**src/include/guard_interlock_pkg.sv**
```systemverilog
// package of shared constants and carrier types for the guard interlock controller
// assumes a single 250 MHz clock and that power cycling is the only reset
package guard_interlock_pkg;

    localparam int unsigned CLK_HZ = 250_000_000; // device clock rate
    localparam int unsigned TICK_US = 1000; // time base tick, microseconds
    localparam int unsigned TICK_CYCLES = CLK_HZ / 1_000_000 * TICK_US; // cycles a tick
    localparam int unsigned TEACH_WAIT_S = 10; // teach display before power-off request
    localparam int unsigned TEACH_ABORT_MIN = 5; // wait for power off before abort
    localparam int unsigned INHIBIT_MIN = 10; // tamper inhibit after re-teach
    localparam int unsigned WARN_MIN = 30; // warning becomes shutdown
    localparam int unsigned TEACH_WAIT_TICKS = TEACH_WAIT_S * 1_000_000 / TICK_US;
    localparam int unsigned TEACH_ABORT_TICKS = TEACH_ABORT_MIN * 60_000_000 / TICK_US;
    localparam int unsigned INHIBIT_TICKS = INHIBIT_MIN * 60_000_000 / TICK_US;
    localparam int unsigned WARN_TICKS = WARN_MIN * 60_000_000 / TICK_US;
    localparam logic [3:0] DEBOUNCE_TICKS = 4'h5; // stable ticks before an input is taken
    localparam logic [11:0] BLINK1_HALF_TICKS = 12'h1F4; // 500 ms half period, 1 Hz
    localparam logic [11:0] BLINK3_PERIOD_TICKS = 12'h14D; // 333 ms, 3 Hz
    localparam logic [11:0] BLINK3_ON_TICKS = 12'h03C; // 60 ms short flash
    localparam logic [11:0] FLASH_SLOT_TICKS = 12'h1F4; // 500 ms per flash slot
    localparam logic [11:0] FLASH_ON_TICKS = 12'h0C8; // 200 ms lit in a slot
    localparam logic [3:0] FLASH_PAUSE_SLOTS = 4'h3; // dark slots after a code
    localparam logic [2:0] CODE_NONE = 3'h0; // fault indicator dark
    localparam logic [2:0] CODE_OUT_A = 3'h1; // warning on first output
    localparam logic [2:0] CODE_OUT_B = 3'h2; // warning on second output
    localparam logic [2:0] CODE_CROSS = 3'h3; // cross-short or double output fault
    localparam logic [2:0] CODE_TEMP = 3'h4; // overtemperature
    localparam logic [2:0] CODE_ACTUATOR = 3'h5; // wrong or defective actuator
    localparam logic [2:0] CODE_COMBO = 3'h6; // invalid actuator combination
    localparam logic [2:0] CODE_STEADY = 3'h7; // internal or supply fault, lit steady

    typedef enum logic [2:0] {
        ST_INIT = 3'b000, // first cycle after power-up
        ST_RUN = 3'b001, // normal operation
        ST_TEACH = 3'b010, // new code being learned
        ST_TEACH_PWR = 3'b011, // waiting for operating power removal
        ST_ABORT = 3'b100, // teaching cancelled, until power cycle
        ST_CONFIRM = 3'b101, // pending code awaits re-detection
        ST_INHIBIT = 3'b110 // tamper inhibit after re-teach
    } state_type;

    typedef struct packed {
        logic power; // green
        logic status; // yellow
        logic fault; // red
    } led_type;

    typedef struct packed {
        logic individual_coding; // 0 = standard coding
        logic one_time_teach_variant; // teach once only
        logic reteachable_variant; // teach repeatedly with inhibit
        logic power_to_lock; // 0 = power-to-unlock
        logic guard_position_variant; // outputs follow guard, not lock
    } straps_type;

    typedef struct packed {
        logic internal_error; // safety-relevant internal error
        logic supply_fault; // over- or undervoltage
        logic actuator_fault; // defective actuator
        logic combo_fault; // invalid actuator combination
        logic out_a_fault; // first safety output fault
        logic out_b_fault; // second safety output fault
        logic cross_short; // short between the outputs
        logic overtemp; // temperature too high
    } faults_type;

endpackage : guard_interlock_pkg

```
**src/hdl/guard_interlock_controller.sv**
```systemverilog
// control logic of a coded, solenoid-locked guard interlock
// assumes raw sensor pins are asynchronous; faults, code match and store flags are on mclk
`timescale 1ns/1ps
`default_nettype none
module guard_interlock_controller
    import guard_interlock_pkg::*;
#(
    parameter int unsigned TICK_LEN = TICK_CYCLES, // cycles per time base tick
    parameter int unsigned TEACH_WAIT_LEN = TEACH_WAIT_TICKS, // ticks
    parameter int unsigned TEACH_ABORT_LEN = TEACH_ABORT_TICKS, // ticks
    parameter int unsigned INHIBIT_LEN = INHIBIT_TICKS, // ticks
    parameter int unsigned WARN_LEN = WARN_TICKS // ticks
) (
    input wire logic mclk, // device clock
    input wire logic nrst, // power-on reset, active low
    input wire straps_type straps, // variant configuration levels
    input wire logic magnet_in, // magnet control pin, high = 24 V
    input wire logic guard_closed_in, // guard closed sensor pin
    input wire logic actuator_present_in, // actuator inserted sensor pin
    input wire logic bolt_engaged_in, // bolt position sensor pin
    input wire logic actuator_match, // detected code equals active or pending code
    input wire logic code_stored, // a permanent code exists
    input wire logic code_pending, // a taught code awaits activation
    input wire logic inhibit_pending, // inhibit was running at power loss
    input wire faults_type faults, // fault detector levels
    output logic safety_output_a, // first safety output enable
    output logic safety_output_b, // second safety output enable
    output logic bolt_release, // solenoid drive, high releases bolt
    output logic diag_out, // non-safety diagnostic output
    output led_type leds, // indicator drive
    output logic code_capture, // pulse: keep detected code as pending
    output logic code_commit, // pulse: make pending code permanent
    output logic inhibit_store // level: inhibit running, kept across power loss
);

    typedef struct packed {
        logic [3:0] sync1; // first synchroniser stage
        logic [3:0] sync2; // second synchroniser stage
        logic [3:0] deb; // debounced levels
        logic [3:0][3:0] deb_cnt; // stability counters
        logic [17:0] tick_cnt; // time base divider
        logic tick; // one-cycle tick pulse
        state_type st; // sequence state
        logic [20:0] tmr; // teach and inhibit timer, ticks
        logic err; // latched internal error
        logic seen_open; // guard opened since cause gone
        logic [2:0] err_code; // code of the latched error
        logic lockout; // held until power cycle
        logic [20:0] wtmr; // warning duration, ticks
        logic wexp; // warning ran out
        logic [11:0] b1_cnt; // 1 Hz blink timer
        logic b1; // 1 Hz blink level
        logic [11:0] b3_cnt; // 3 Hz blink timer
        logic [11:0] fl_t; // time within a flash slot
        logic [3:0] fl_n; // flash slot index
        logic sa; // safety output a
        logic sb; // safety output b
        logic rel; // bolt release drive
        logic diag; // diagnostic output
        led_type led; // indicators
        logic cap; // capture pulse
        logic com; // commit pulse
        logic inh; // inhibit store level
    } gic_state_type;

    gic_state_type s_q; // registered state
    gic_state_type s_d; // next state

    logic magnet; // debounced magnet level
    logic closed; // debounced guard closed
    logic present; // debounced actuator inserted
    logic bolt; // debounced bolt engaged
    logic lock_cmd; // lock requested by the magnet input
    logic blocked; // lock requested but bolt not engaged
    logic refused; // unknown actuator while teaching is not allowed
    logic err_src; // any error cause present now
    logic lock_src; // cause that latches lockout
    logic warn; // non-critical warning present
    logic accepted; // actuator valid for operation
    logic enable; // safety outputs may be enabled
    logic [2:0] fcode; // code shown on the fault indicator

    assign magnet = s_q.deb[0];
    assign closed = s_q.deb[1];
    assign present = s_q.deb[2];
    assign bolt = s_q.deb[3];
    // polarity of the magnet input depends on the variant
    assign lock_cmd = straps.power_to_lock ? magnet : ~magnet;
    assign blocked = lock_cmd & ~bolt;
    assign accepted = ~straps.individual_coding | actuator_match;
    // a stored code in the one-time variant can never be replaced
    assign refused = (s_q.st == ST_RUN) & straps.individual_coding
        & straps.one_time_teach_variant & code_stored & present & ~actuator_match;
    assign err_src = faults.internal_error | faults.supply_fault | faults.actuator_fault
        | faults.combo_fault | refused;
    // a second output fault or a cross-short means the outputs cannot be trusted again
    assign lock_src = (faults.out_a_fault & faults.out_b_fault) | faults.cross_short;
    assign warn = faults.out_a_fault | faults.out_b_fault | faults.overtemp;
    // err_src is used directly so the outputs drop one cycle after the cause
    assign enable = (s_q.st == ST_RUN) & closed & present & accepted
        & (straps.guard_position_variant | bolt)
        & ~err_src & ~s_q.err & ~s_q.lockout & ~s_q.wexp;

    // fault indicator code, most severe first
    always_comb begin
        fcode = CODE_NONE;
        if (s_q.st == ST_ABORT) begin
            fcode = CODE_ACTUATOR;
        end else if (s_q.lockout) begin
            fcode = CODE_CROSS;
        end else if (s_q.err) begin
            fcode = s_q.err_code;
        end else if (faults.out_a_fault) begin
            fcode = CODE_OUT_A;
        end else if (faults.out_b_fault) begin
            fcode = CODE_OUT_B;
        end else if (faults.overtemp) begin
            fcode = CODE_TEMP;
        end
    end

    // whole next-state function
    always_comb begin
        s_d = s_q;
        s_d.cap = 1'b0;
        s_d.com = 1'b0;
        // time base, one tick per TICK_LEN cycles
        s_d.tick = 1'b0;
        if (s_q.tick_cnt == 18'(TICK_LEN - 1)) begin
            s_d.tick_cnt = '0;
            s_d.tick = 1'b1;
        end else begin
            s_d.tick_cnt = s_q.tick_cnt + 18'h0_0001;
        end
        // two-stage sync, then debounce over whole ticks
        s_d.sync1 = {bolt_engaged_in, actuator_present_in, guard_closed_in, magnet_in};
        s_d.sync2 = s_q.sync1;
        for (int i = 0; i < 4; i++) begin
            if (s_q.sync2[i] == s_q.deb[i]) begin
                s_d.deb_cnt[i] = 4'h0;
            end else if (s_q.tick) begin
                if (s_q.deb_cnt[i] == DEBOUNCE_TICKS - 4'h1) begin
                    s_d.deb[i] = s_q.sync2[i];
                    s_d.deb_cnt[i] = 4'h0;
                end else begin
                    s_d.deb_cnt[i] = s_q.deb_cnt[i] + 4'h1;
                end
            end
        end
        // teach and activation sequence
        case (s_q.st)
            ST_INIT: begin
                s_d.tmr = '0;
                if (inhibit_pending & straps.reteachable_variant) begin
                    s_d.st = ST_INHIBIT;
                    s_d.inh = 1'b1;
                end else if (code_pending & straps.individual_coding) begin
                    s_d.st = ST_CONFIRM;
                end else begin
                    s_d.st = ST_RUN;
                end
            end
            ST_RUN: begin
                // teach allowed unless a one-time code is already stored
                if (straps.individual_coding & present & ~actuator_match
                    & ~(straps.one_time_teach_variant & code_stored)) begin
                    s_d.st = ST_TEACH;
                    s_d.cap = 1'b1;
                    s_d.tmr = '0;
                end
            end
            ST_TEACH: begin
                if (s_q.tick) begin
                    if (s_q.tmr == 21'(TEACH_WAIT_LEN - 1)) begin
                        s_d.st = ST_TEACH_PWR;
                        s_d.tmr = '0;
                    end else begin
                        s_d.tmr = s_q.tmr + 21'h00_0001;
                    end
                end
            end
            ST_TEACH_PWR: begin
                if (s_q.tick) begin
                    if (s_q.tmr == 21'(TEACH_ABORT_LEN - 1)) begin
                        s_d.st = ST_ABORT;
                    end else begin
                        s_d.tmr = s_q.tmr + 21'h00_0001;
                    end
                end
            end
            ST_ABORT: begin
                s_d.st = ST_ABORT; // only a power cycle leaves
            end
            ST_CONFIRM: begin
                if (present & actuator_match) begin
                    s_d.com = 1'b1;
                    s_d.tmr = '0;
                    if (straps.reteachable_variant) begin
                        s_d.st = ST_INHIBIT;
                        s_d.inh = 1'b1;
                    end else begin
                        s_d.st = ST_RUN;
                    end
                end
            end
            ST_INHIBIT: begin
                if (s_q.tick & (s_q.tmr != 21'(INHIBIT_LEN))) begin
                    s_d.tmr = s_q.tmr + 21'h00_0001;
                end
                // both the time and a fresh detection are needed to leave
                if ((s_q.tmr == 21'(INHIBIT_LEN)) & present & actuator_match) begin
                    s_d.st = ST_RUN;
                    s_d.inh = 1'b0;
                end
            end
            default: begin
                s_d.st = ST_INIT;
            end
        endcase
        // internal error, set wins over the clearing sequence
        if (err_src) begin
            s_d.err = 1'b1;
            s_d.seen_open = 1'b0;
            if (faults.actuator_fault | refused) begin
                s_d.err_code = CODE_ACTUATOR;
            end else if (faults.combo_fault) begin
                s_d.err_code = CODE_COMBO;
            end else begin
                s_d.err_code = CODE_STEADY;
            end
        end else if (s_q.err) begin
            if (~closed) begin
                s_d.seen_open = 1'b1;
            end else if (s_q.seen_open) begin
                s_d.err = 1'b0;
            end
        end
        if (lock_src) begin
            s_d.lockout = 1'b1;
        end
        // warning duration, reset as soon as the cause is gone
        if (~warn) begin
            s_d.wtmr = '0;
            s_d.wexp = 1'b0;
        end else if (s_q.tick & ~s_q.wexp) begin
            if (s_q.wtmr == 21'(WARN_LEN - 1)) begin
                s_d.wexp = 1'b1;
            end else begin
                s_d.wtmr = s_q.wtmr + 21'h00_0001;
            end
        end
        // blink generators, all on the tick
        if (s_q.tick) begin
            if (s_q.b1_cnt == BLINK1_HALF_TICKS - 12'h001) begin
                s_d.b1_cnt = '0;
                s_d.b1 = ~s_q.b1;
            end else begin
                s_d.b1_cnt = s_q.b1_cnt + 12'h001;
            end
            if (s_q.b3_cnt == BLINK3_PERIOD_TICKS - 12'h001) begin
                s_d.b3_cnt = '0;
            end else begin
                s_d.b3_cnt = s_q.b3_cnt + 12'h001;
            end
            if (s_q.fl_t == FLASH_SLOT_TICKS - 12'h001) begin
                s_d.fl_t = '0;
                if (s_q.fl_n >= {1'b0, fcode} + FLASH_PAUSE_SLOTS - 4'h1) begin
                    s_d.fl_n = '0;
                end else begin
                    s_d.fl_n = s_q.fl_n + 4'h1;
                end
            end else begin
                s_d.fl_t = s_q.fl_t + 12'h001;
            end
        end
        // outputs, each from a flip-flop
        s_d.sa = enable;
        s_d.sb = enable;
        s_d.rel = ~lock_cmd;
        s_d.diag = (s_q.st == ST_RUN) & closed & present & accepted & ~blocked
            & ~err_src & ~s_q.err & ~s_q.lockout & ~warn;
        s_d.led.power = 1'b1;
        s_d.led.status = 1'b0;
        if (fcode == CODE_STEADY) begin
            s_d.led.fault = 1'b1;
        end else begin
            s_d.led.fault = (s_q.fl_n < {1'b0, fcode}) & (s_q.fl_t < FLASH_ON_TICKS);
        end
        case (s_q.st)
            ST_TEACH: begin
                s_d.led.power = 1'b0;
                s_d.led.fault = 1'b1;
                s_d.led.status = s_q.b1;
            end
            ST_TEACH_PWR: begin
                s_d.led.power = 1'b0;
                s_d.led.fault = 1'b1;
                s_d.led.status = s_q.b3_cnt < BLINK3_ON_TICKS;
            end
            ST_INHIBIT: begin
                s_d.led.power = s_q.b1;
                s_d.led.fault = 1'b0;
            end
            ST_RUN: begin
                // lit when locked, blinking when inserted but not locked
                if (closed & present & ~s_q.err & ~s_q.lockout) begin
                    s_d.led.status = bolt ? 1'b1 : s_q.b1;
                end
            end
            default: begin
                s_d.led.status = 1'b0;
            end
        endcase
    end

    // single state register, constants only under reset
    always_ff @(posedge mclk or negedge nrst) begin
        if (!nrst) begin
            s_q <= '0;
        end else begin
            s_q <= s_d;
        end
    end

    assign safety_output_a = s_q.sa;
    assign safety_output_b = s_q.sb;
    assign bolt_release = s_q.rel;
    assign diag_out = s_q.diag;
    assign leds = s_q.led;
    assign code_capture = s_q.cap;
    assign code_commit = s_q.com;
    assign inhibit_store = s_q.inh;
endmodule : guard_interlock_controller
`default_nettype wire

```
**config.mk**
```make
export PLATFORM = sky130hd
export DESIGN_NAME = guard_interlock_controller
export DESIGN_NICKNAME = d
export VERILOG_FILES = /design/src/include/guard_interlock_pkg.sv /design/src/hdl/guard_interlock_controller.sv
export SDC_FILE = /design/constraint.sdc
export NUM_CORES = 1
export LEC_CHECK = 0
export BUFFER_PORTS_ARGS = -buffer_cell sky130_fd_sc_hd__buf_2
export CORE_AREA = 8 8 146 148
export CTS_BUF_LIST = sky130_fd_sc_hd__clkbuf_2
export CTS_CLUSTER_DIAMETER = 100
export DETAILED_ROUTE_END_ITERATION = 10
export DIE_AREA = 0 0 154 156
export SYNTH_ARGS = -nofsm -noshare
export SYNTH_HDL_FRONTEND = slang
export SYNTH_SLANG_ARGS = --single-unit
```
**constraint.sdc**
```tcl
create_clock -name mclk -period 3 [get_ports mclk]
set_input_delay 0.3 -clock mclk [delete_from_list [all_inputs] [get_ports mclk]]
set_output_delay 0.3 -clock mclk [all_outputs]
set_load 0.05 [all_outputs]
```
==> flow_metrics.tcl, run 1 <==
set metrics [dict create \
    p_per_area_nw_per_um2 411 \
    start_util_pct 40.3 \
    worst_slew_pin_slew_ns 1.09 \
    first_global_vias 5728 \
    root_buffer "clkbuf_2" \
    antenna_left 0 \
    io_pins 33 \
    synth_edf_count 0 \
    clk_latency_ns 0.73 \
    synth.avg_cell_area_um2 9.43 \
    cts_num_sinks 149 \
    area_growth_pct 13.7 \
    ys_seq_area_share_pct 48.5 \
    drive_above_1_share_pct 11.7 \
    vdd_ir_drop_max_mv 0.194 \
    min_period_over_period_pct 92.0 \
    finalSetupTns_ns 0 \
    ys_warn_count 0 \
    dp_hpwl_um 11100 \
    cts_tree "yes" \
    drv_slew 0 \
    power.leakage_nw 3.83 \
    grt_pass1_wl_um 27600 \
    worstSetupEndpointType "register" \
    core_area_um2 19100 \
    cts_setup_buffers 0 \
    cp.required_ns 3.67 \
    fin_worst_skew_ns 0.0268 \
    grt_start_max_net_pins 75 \
    wire_per_inst_um 14.3 \
    synth.top_cell.area_share_pct 48.5 \
    drc 0 \
    clock_path_buffers 2 \
    synth_fp_nets 862 \
    die_area_um2 24000 \
    critPathLaunchType "register" \
    instances_no_fill 1127 \
    layout.nets 922 \
    wl_um 16100 \
    finalSetupViolCount 0 \
    synth.distinct_cells 55 \
    io_buffers 32 \
    synthesis.area_um2 7680 \
    grt_setup_unrepaired "no" \
    synth-main-ff-cell "dfrtp_1" \
    synth_top_cell_by_area "dfrtp_1" \
    place_congestion 0.837 \
    cp_max_fo 7 \
    netlist_instances 815 \
    synth-seq-cells 149 \
    hold_viol 0 \
    status "finished, final reports clean" \
    worstPathArrival_ns 3.43 \
    antenna_found_initial 2 \
    path_clk_slew_ns 0.22 \
    synth_area_leaders "dfrtp_1 49%, nor2_1 4.4%, xnor2_1 4.3%" \
    dieHeight_um 156 \
    grt_overflow_total 0 \
    fmax_mhz 362 \
    drt_first_iter_violations 452 \
    vias 5963 \
    place_inst 1068 \
    max-slew-margin-rel_pct 25.5 \
    hold_class "in2reg" \
    fp.dieW_um 154 \
    core.rowCount 51 \
    maxCapViolCount 0 \
    dr.pass1.iters 4 \
    cts_made_buffers 17 \
    period_minus_slack_ns 2.76 \
    crit_type "reg2reg" \
    vias_per_cell 5.29 \
    htreeDepth 4 \
    synthArstFlopShare_pct 100 \
    track_usage_pct 14.0 \
]
-- final cells by class --
| class | instances | area, um2 |
|---|---|---|
| antenna | 1 | 2.50 |
| clock buffer | 18 | 90.1 |
| clock inverter | 14 | 233 |
| fill | 1814 | 10300 |
| inverter | 29 | 109 |
| multi-input combinational | 603 | 3700 |
| sequential | 149 | 3730 |
| tap | 238 | 298 |
| timing repair buffer | 75 | 567 |
-- stage by stage --
stage	power, W	utilization (%)	hold WS [ns]	worst slack, ns	instance area (um2)
after floorplan	0.00208	-	0.00441	0.491	7680
after global placement	0.00216	42.6	0.334	0.399	8130
after global routing	0.00374	45.8	0.00425	0.00847	8730
after detailed placement	0.00216	42.6	0.335	0.367	8130
final	0.00359	45.8	0.101	0.239	8730
after CTS	0.00364	45.7	0.0300	0.177	8710
-- synth_stat cells, types with 8 or more instances --
cell type	n
a31oi_1	8
o31ai_1	16
clkbuf_1	22
o21ai_0	51
xor2_1	32
mux2_2	8
or3_1	11
dfrtp_1	149
nand2_1	74
nor2b_1	12
and3_1	16
inv_1	28
nand3_1	45
nand4_1	27
nor2_1	91
ha_1	24
a21oi_1	40
nand2b_1	12
nor3_1	18
nor4_1	11
xnor2_1	38
-- sequential cells by signal, indices dropped and copies added (netlist names) --
signal	flops
leds	3
magnet	1
code_capture	1
s_d	4
bolt	1
closed	1
inhibit_store	1
code_commit	1
safety_output_b	1
present	1
diag_out	1
s_q	132
bolt_release	1
-- power breakdown --
group | internal (W) | switching (W) | total [W]
registers | 0.00202 | 0.00000506 | 0.00203
logic | 0.0000421 | 0.0000713 | 0.000113
clock network | 0.000712 | 0.000738 | 0.00145
-- layer usage --
metal | global-route usage [%] | vias up | wire length, um
met1 | 18.0 | 2899 | 7820
li1 | - | 2980 | -
met2 | 22.3 | 70 | 7550
met4 | 4.48 | 2 | 146
met5 | 0 | - | 8
met3 | 3.91 | 12 | 575
-- layout by cell type (no fill, tap or decap), drive strengths merged, types with 3 or more instances in the layout --
cell,instances
dfrtp,149
nor2,91
nand2,75
o21ai,52
buf,49
nand3,45
a21oi,40
xnor2,38
xor2,32
inv,29
nand4,27
dlygate4sd3,26
ha,24
clkbuf,18
nor3,18
and3,16
o31ai,16
nor2b,12
nand2b,12
nor4,12
or3,11
mux2,8
a31oi,8
and2,7
or2,7
mux2i,6
bufinv,6
nor4b,6
clkinv,5
and4,4
o22ai,3
a41oi,3
a21o,3
nor4bb,3
o21a,3
o41ai,3
clkinvlp,3
-- logic make-up (layout without fill, tap and decap cells) --
family,Yosys count,after routing,synth area share [%]
AOI/OAI and AO/OA,143,143,11.1
xor gates and xnor gates,70,70,7.98
adders and majority gates,24,24,3.91
buffers and inverters,63,136,3.57
DFF,149,149,48.5
muxes,14,14,1.95
other,0,1,0
and+or+nand+nor,352,352,23.0
-- repair_timing --
item	CTS	global route
endpoints found under the hold margin	92	0
hold buffers	26	0
gates resized for setup	0	5
setup endpoints to repair	0	1
-- final timing paths --
| path | startpoint | to | slack [ns] | cells past startpoint |
|---|---|---|---|---|
| worst max-delay path | s_q[79] | s_q[100] | 0.24 | 8 |
| worst min-delay path | code_pending | s_q[102] | 0.10 | 5 |
| worst max register to register | s_q[79] | s_q[100] | 0.24 | 8 |
| worst min register to register | s_d[142] | s_q[142] | 0.38 | 0 |
| max in group asynchronous | nrst | s_q[83] | 2.06 | 3 |
| min in group asynchronous | nrst | s_q[23] | 0.12 | 2 |
-- worst max-delay path, cell delays in order, from the launching register on --
cell and delay [ns]:
dfrtp_1 0.50, ha_1 0.32, nor4bb_1 0.27, nand2_1 0.13, o21ai_0 0.17, o21ai_0 0.17, or2_2 0.32, o31ai_1 0.23
dlygate4sd3_1 0.58
Note: power is estimated with default switching activity, not from simulation.
==> run 2, diff against run 1 <==
Settings changed: BUFFER_PORTS_ARGS -buffer_cell sky130_fd_sc_hd__buf_2 to unset, DONT_BUFFER_PORTS set to 1.
==> flow_metrics.tcl, run 2 (synthesis results as in run 1) <==
set metrics [dict create \
    r2r_slack_ns 0.24 \
    path_clk_slew_ns 0.25 \
    finish.instance_area_um2 8500 \
    timing.hold.ws_ns -0.774 \
    die_area_um2 24000 \
    cts_num_sinks 149 \
    vias_per_cell 5.29 \
    fmax_mhz 362 \
    root_buffer "clkbuf_2" \
    fp.dieW_um 154 \
    worst_slew_pin_slew_ns 0.995 \
    dieHeight_um 156 \
    worstSetupEndpointType "register" \
    start_util_pct 40.3 \
    htreeDepth 4 \
    r2r_end "safety_output_b" \
    cp.required_ns 3.69 \
    final_common_cell "dfrtp_1" \
    r2r_start "s_q[100]" \
    status "finished with violations" \
    wl_um 15700 \
    r2r_cells 6 \
    area_growth_pct 10.6 \
    first_global_vias 5651 \
    min_period_over_period_pct 92.1 \
    grt_pass1_wl_um 27100 \
    place_area_um2 7920 \
    layout.nets 886 \
    io_buffers 0 \
    cts-resized-gates 0 \
    place_congestion 0.830 \
    max-slew-margin-rel_pct 31.9 \
    drt_first_iter_violations 313 \
    crit_type "reg2reg" \
    finalSetupTns_ns 0 \
    worstPathArrival_ns 3.46 \
    largest-register "s_q" \
    hold_class "in2async" \
    cts_tree "yes" \
    drc 0 \
    core_area_um2 19100 \
    antenna_left 0 \
    grt_start_max_net_pins 150 \
    cp_max_fo 17 \
    cts_setup_buffers 0 \
    dr.pass1.iters 5 \
    hold_viol 149 \
    final_cell_mix "148 x dfrtp_1, 91 x nor2_1, 74 x nand2_1" \
    finalPower_w 0.00339 \
    critPathLaunchType "register" \
    violations "hold timing" \
    hold_buffers 28 \
    drive_above_1_share_pct 7.28 \
    clk_latency_ns 0.72 \
    cts_made_buffers 17 \
    power.leakage_nw 3.64 \
    fin_worst_skew_ns 0.0425 \
    finalSetupViolCount 0 \
    drv_slew 0 \
    grt_setup_unrepaired "no" \
    grt_overflow_total 0 \
    dp_hpwl_um 10600 \
    clock_path_buffers 2 \
    largest_reg_flops 132 \
    io_pins 33 \
    wire_per_inst_um 14.3 \
    core.rowCount 51 \
    p_per_area_nw_per_um2 399 \
    vias 5791 \
    vdd_ir_drop_max_mv 0.198 \
    track_usage_pct 13.7 \
    period_minus_slack_ns 2.76 \
    antenna_found_initial 2 \
    maxCapViolCount 0 \
]
[run 2: cell count changes in the layout (fill, tap and decap cells not counted), moves of 2 or more]
| cell | delta |
|---|---|
| buf_2 | -31 |
| buf_4 | -6 |
| diode_2 | +4 |
| inv_6 | +3 |
| bufinv_16 | -2 |
| dfrtp_1 | +2 |
| dfrtp_2 | -2 |
| dlygate4sd3_1 | +2 |
| nor4b_1 | +2 |
| nor4b_2 | -2 |
[run 2: worst max-delay path by stage]
stage                         from              end  slack (ns)  cells after the start
after floorplan            s_q[78]          s_q[11]        0.49                     12
after global placement     s_q[78]          s_q[10]        0.55                     11
after detailed placement   s_q[78]          s_q[10]        0.51                     11
after CTS                 s_q[100]  safety_output_b        0.19                      6
after global routing      s_q[100]  safety_output_b       0.009                      6
final                     s_q[100]  safety_output_b        0.24                      6
[run 2: area by class of cell]
class | count | area [um2]
antenna | 5 | 12.5
clock buffer | 17 | 85.1
clock inverter | 15 | 203
fill | 1846 | 10600
inverter | 29 | 109
multi-input combinational | 603 | 3690
sequential | 149 | 3730
tap | 238 | 298
timing repair buffer | 39 | 375
[run 2: layer usage]
layer / routed length (um) / share of wire, % / GRT usage, % / up-vias
li1: - / - / - / 2907
met1: 7610 / 49 / 17.8 / 2778
met2: 7080 / 45 / 21.2 / 80
met3: 680 / 4.3 / 4.52 / 24
met4: 279 / 1.8 / 4.01 / 2
met5: 8 / 0.051 / 0 / -
[run 2: metrics by stage]
stage / util (%) / cells / hold WS [ns] / setup slack (ns)
final: 44.5 / 1095 / -0.774 / 0.237
after global routing: 44.5 / 1095 / -0.903 / 0.00915
after CTS: 44.5 / 1090 / -0.836 / 0.192
after detailed placement: 41.5 / 1030 / 0.00925 / 0.512
after global placement: 41.5 / 1030 / 0.00842 / 0.548
after floorplan: - / 815 / 0.00441 / 0.491
[run 2: worst max-delay path, stage by stage, from the launching register on]
cell and delay [ns]:
dfrtp_1 0.73, nand2b_1 0.20, nor2b_1 0.29, nor4b_1 0.54
nand4b_1 0.21, nor3_1 0.21, dlygate4sd3_1 0.56
[run 2: where the power goes]
group          internal (W)  total (W)  switching [W]
combinational     0.0000291  0.0000526      0.0000234
clock              0.000552    0.00131       0.000754
sequential          0.00202    0.00203     0.00000746
total               0.00260    0.00339       0.000785
==> run 3, diff against run 2 <==
--- a/config.mk
+++ b/config.mk
@@ -8,3 +8,2 @@
 export CORE_AREA = 8 8 146 148
-export CTS_BUF_LIST = sky130_fd_sc_hd__clkbuf_2
 export CTS_CLUSTER_DIAMETER = 100
@@ -13,2 +12,3 @@
 export DONT_BUFFER_PORTS = 1
+export PLACE_DENSITY_LB_ADDON = 0.3
 export SYNTH_ARGS = -nofsm -noshare
==> constraint.sdc (replaced) <==
create_clock -name mclk -period 3 [get_ports mclk]
set_input_delay 0.6 -clock mclk [delete_from_list [all_inputs] [get_ports mclk]]
set_output_delay 0.6 -clock mclk [all_outputs]
set_load 0.05 [all_outputs]
==> flow_metrics.tcl, run 3 (synthesis results as in run 1) <==
set metrics [dict create \
    largest-register "s_q" \
    die_area_um2 24000 \
    worstSetupEndpointType "register" \
    crit_type "reg2reg" \
    antenna_found_initial 0 \
    cp.required_ns 3.35 \
    routed.top_layer "met4" \
    fp.dieW_um 154 \
    power.leakage_nw 3.66 \
    final_cell_mix "148 x dfrtp_1, 91 x nor2_1, 74 x nand2_1" \
    first_global_vias 5332 \
    r2r_slack_ns 0.39 \
    wirelength_met1_um 7720 \
    period_minus_slack_ns 2.61 \
    maxCapViolCount 0 \
    dr.pass1.iters 7 \
    htreeDepth 4 \
    finalSetupTns_ns 0 \
    cp_top_family "simple AND/OR/NAND/NOR gates" \
    path_clk_slew_ns 0.06 \
    vias_per_cell 5.38 \
    met3_wirelength_um 688 \
    cp_max_fo 8 \
    layout.nets 856 \
    start_util_pct 40.3 \
    critPathLaunchType "register" \
    drc 0 \
    core_area_um2 19100 \
    drt_first_iter_violations 342 \
    finalPower_w 0.00428 \
    multi_input_area_um2 3690 \
    core.rowCount 51 \
    critPathBufInv 2 \
    min_period_over_period_pct 86.9 \
    drv_slew 0 \
    grt_overflow_total 0 \
    seq_area_um2 3730 \
    crit_chain "or4b_2 > a21oi_1 > nor2_1 > inv_1 > ha_1 > inv_1 > ha_1 > o21a_1 > o21a_1 > o21a_1 > nor2_1" \
    p_per_area_nw_per_um2 503 \
    vdd_ir_drop_max_mv 0.258 \
    largest_reg_flops 132 \
    fin_worst_skew_ns 0.00893 \
    place_congestion 0.791 \
    grt_setup_unrepaired "no" \
    track_usage_pct 13.8 \
    cts_tree "yes" \
    cts_setup_buffers 0 \
    status "finished with violations" \
    dieHeight_um 156 \
    timing.hold.ws_ns -0.128 \
    wl_um 15800 \
    drive_above_1_share_pct 7.30 \
    cts_num_sinks 149 \
    vias 5705 \
    hold_class "in2async" \
    wl_met2_um 7120 \
    root_buffer "clkbuf_16" \
    cp_slowest_cell "or4b_2" \
    dp_hpwl_um 10700 \
    worstPathArrival_ns 2.96 \
    io_buffers 0 \
    cts_made_buffers 17 \
    fillers 1803 \
    crit_path_frequent_cell "o21a_1" \
    max-slew-margin-rel_pct 25.0 \
    grt_start_max_net_pins 150 \
    hold_viol 149 \
    clock_path_buffers 2 \
    clk_latency_ns 0.43 \
    n_antenna_cell 0 \
    final_common_cell "dfrtp_1" \
    io_pins 33 \
    cts-resized-gates 0 \
    violations "hold timing" \
    finalSetupViolCount 0 \
    area_growth_pct 10.8 \
    wire_per_inst_um 14.9 \
    fmax_mhz 383 \
    grt_pass1_wl_um 26800 \
    worst_slew_pin_slew_ns 1.10 \
    antenna_left 0 \
    crit_path_max_incr_delay_ns 0.68 \
]
## run 3: changes by cell type in the layout (fill, tap and decap cells not counted), moves of 4 or more
cell           delta
clkbuf_8          +5
clkbuf_16        +17
clkbuf_2         -17
clkinv_2          +4
diode_2           -5
dlygate4sd3_1    -28
## run 3: through the flow
stage | setup WS (ns) | cells | area (um2) | utilization (%) | hold slack (ns)
floorplan | 0.428 | 815 | 7680 | - | 0.304
global placement | 0.303 | 1028 | 7890 | 41.4 | 0.309
detailed placement | 0.223 | 1028 | 7890 | 41.4 | 0.309
CTS | 0.386 | 1060 | 8510 | 44.6 | -0.147
global route | 0.114 | 1060 | 8510 | 44.6 | -0.159
finish | 0.392 | 1060 | 8510 | 44.6 | -0.128
## run 3: final timing paths
kind / from / endpoint / cells past startpoint
setup / recovery: s_q[78] / s_q[10] / 11
hold / removal: nrst / s_q[23] / 0
setup reg to reg: s_q[78] / s_q[10] / 11
hold reg to reg: s_d[142] / s_q[142] / 0
max in group asynchronous: nrst / s_q[143] / 0
min in group mclk: guard_closed_in / s_d[143] / 0
## run 3: cell type report
| cell class | count | area share (%) |
|---|---|---|
| tap | 238 | 3.50 |
| clock buffer | 23 | 5.85 |
| timing repair buffer | 9 | 0.794 |
| inverter | 29 | 1.28 |
| sequential | 149 | 43.8 |
| clock inverter | 9 | 1.44 |
| multi-input combinational | 603 | 43.3 |
## run 3: layer usage
layer / vias up / global-route usage (%)
li1: 2856 / -
met1: 2750 / 18.0
met2: 80 / 21.0
met3: 19 / 4.40
met4: 0 / 4.99
met5: - / 0
## run 3: worst reg2reg max path, delay by kind of cell (launching register included)
family | cells | cell delay [ns]
DFF | 1 | 0.45
adders and majority gates | 2 | 0.43
and+or+nand+nor | 3 | 0.87
buffers and inverters | 2 | 0.14
AOI/OAI and AO/OA | 4 | 0.64
## run 3: power breakdown
part           internal, W  switching, W  leakage [nW]  total [W]
clock network      0.00141      0.000816         0.309    0.00223
registers          0.00202    0.00000781          1.88    0.00203
logic           0.00000860     0.0000147          1.47  0.0000233
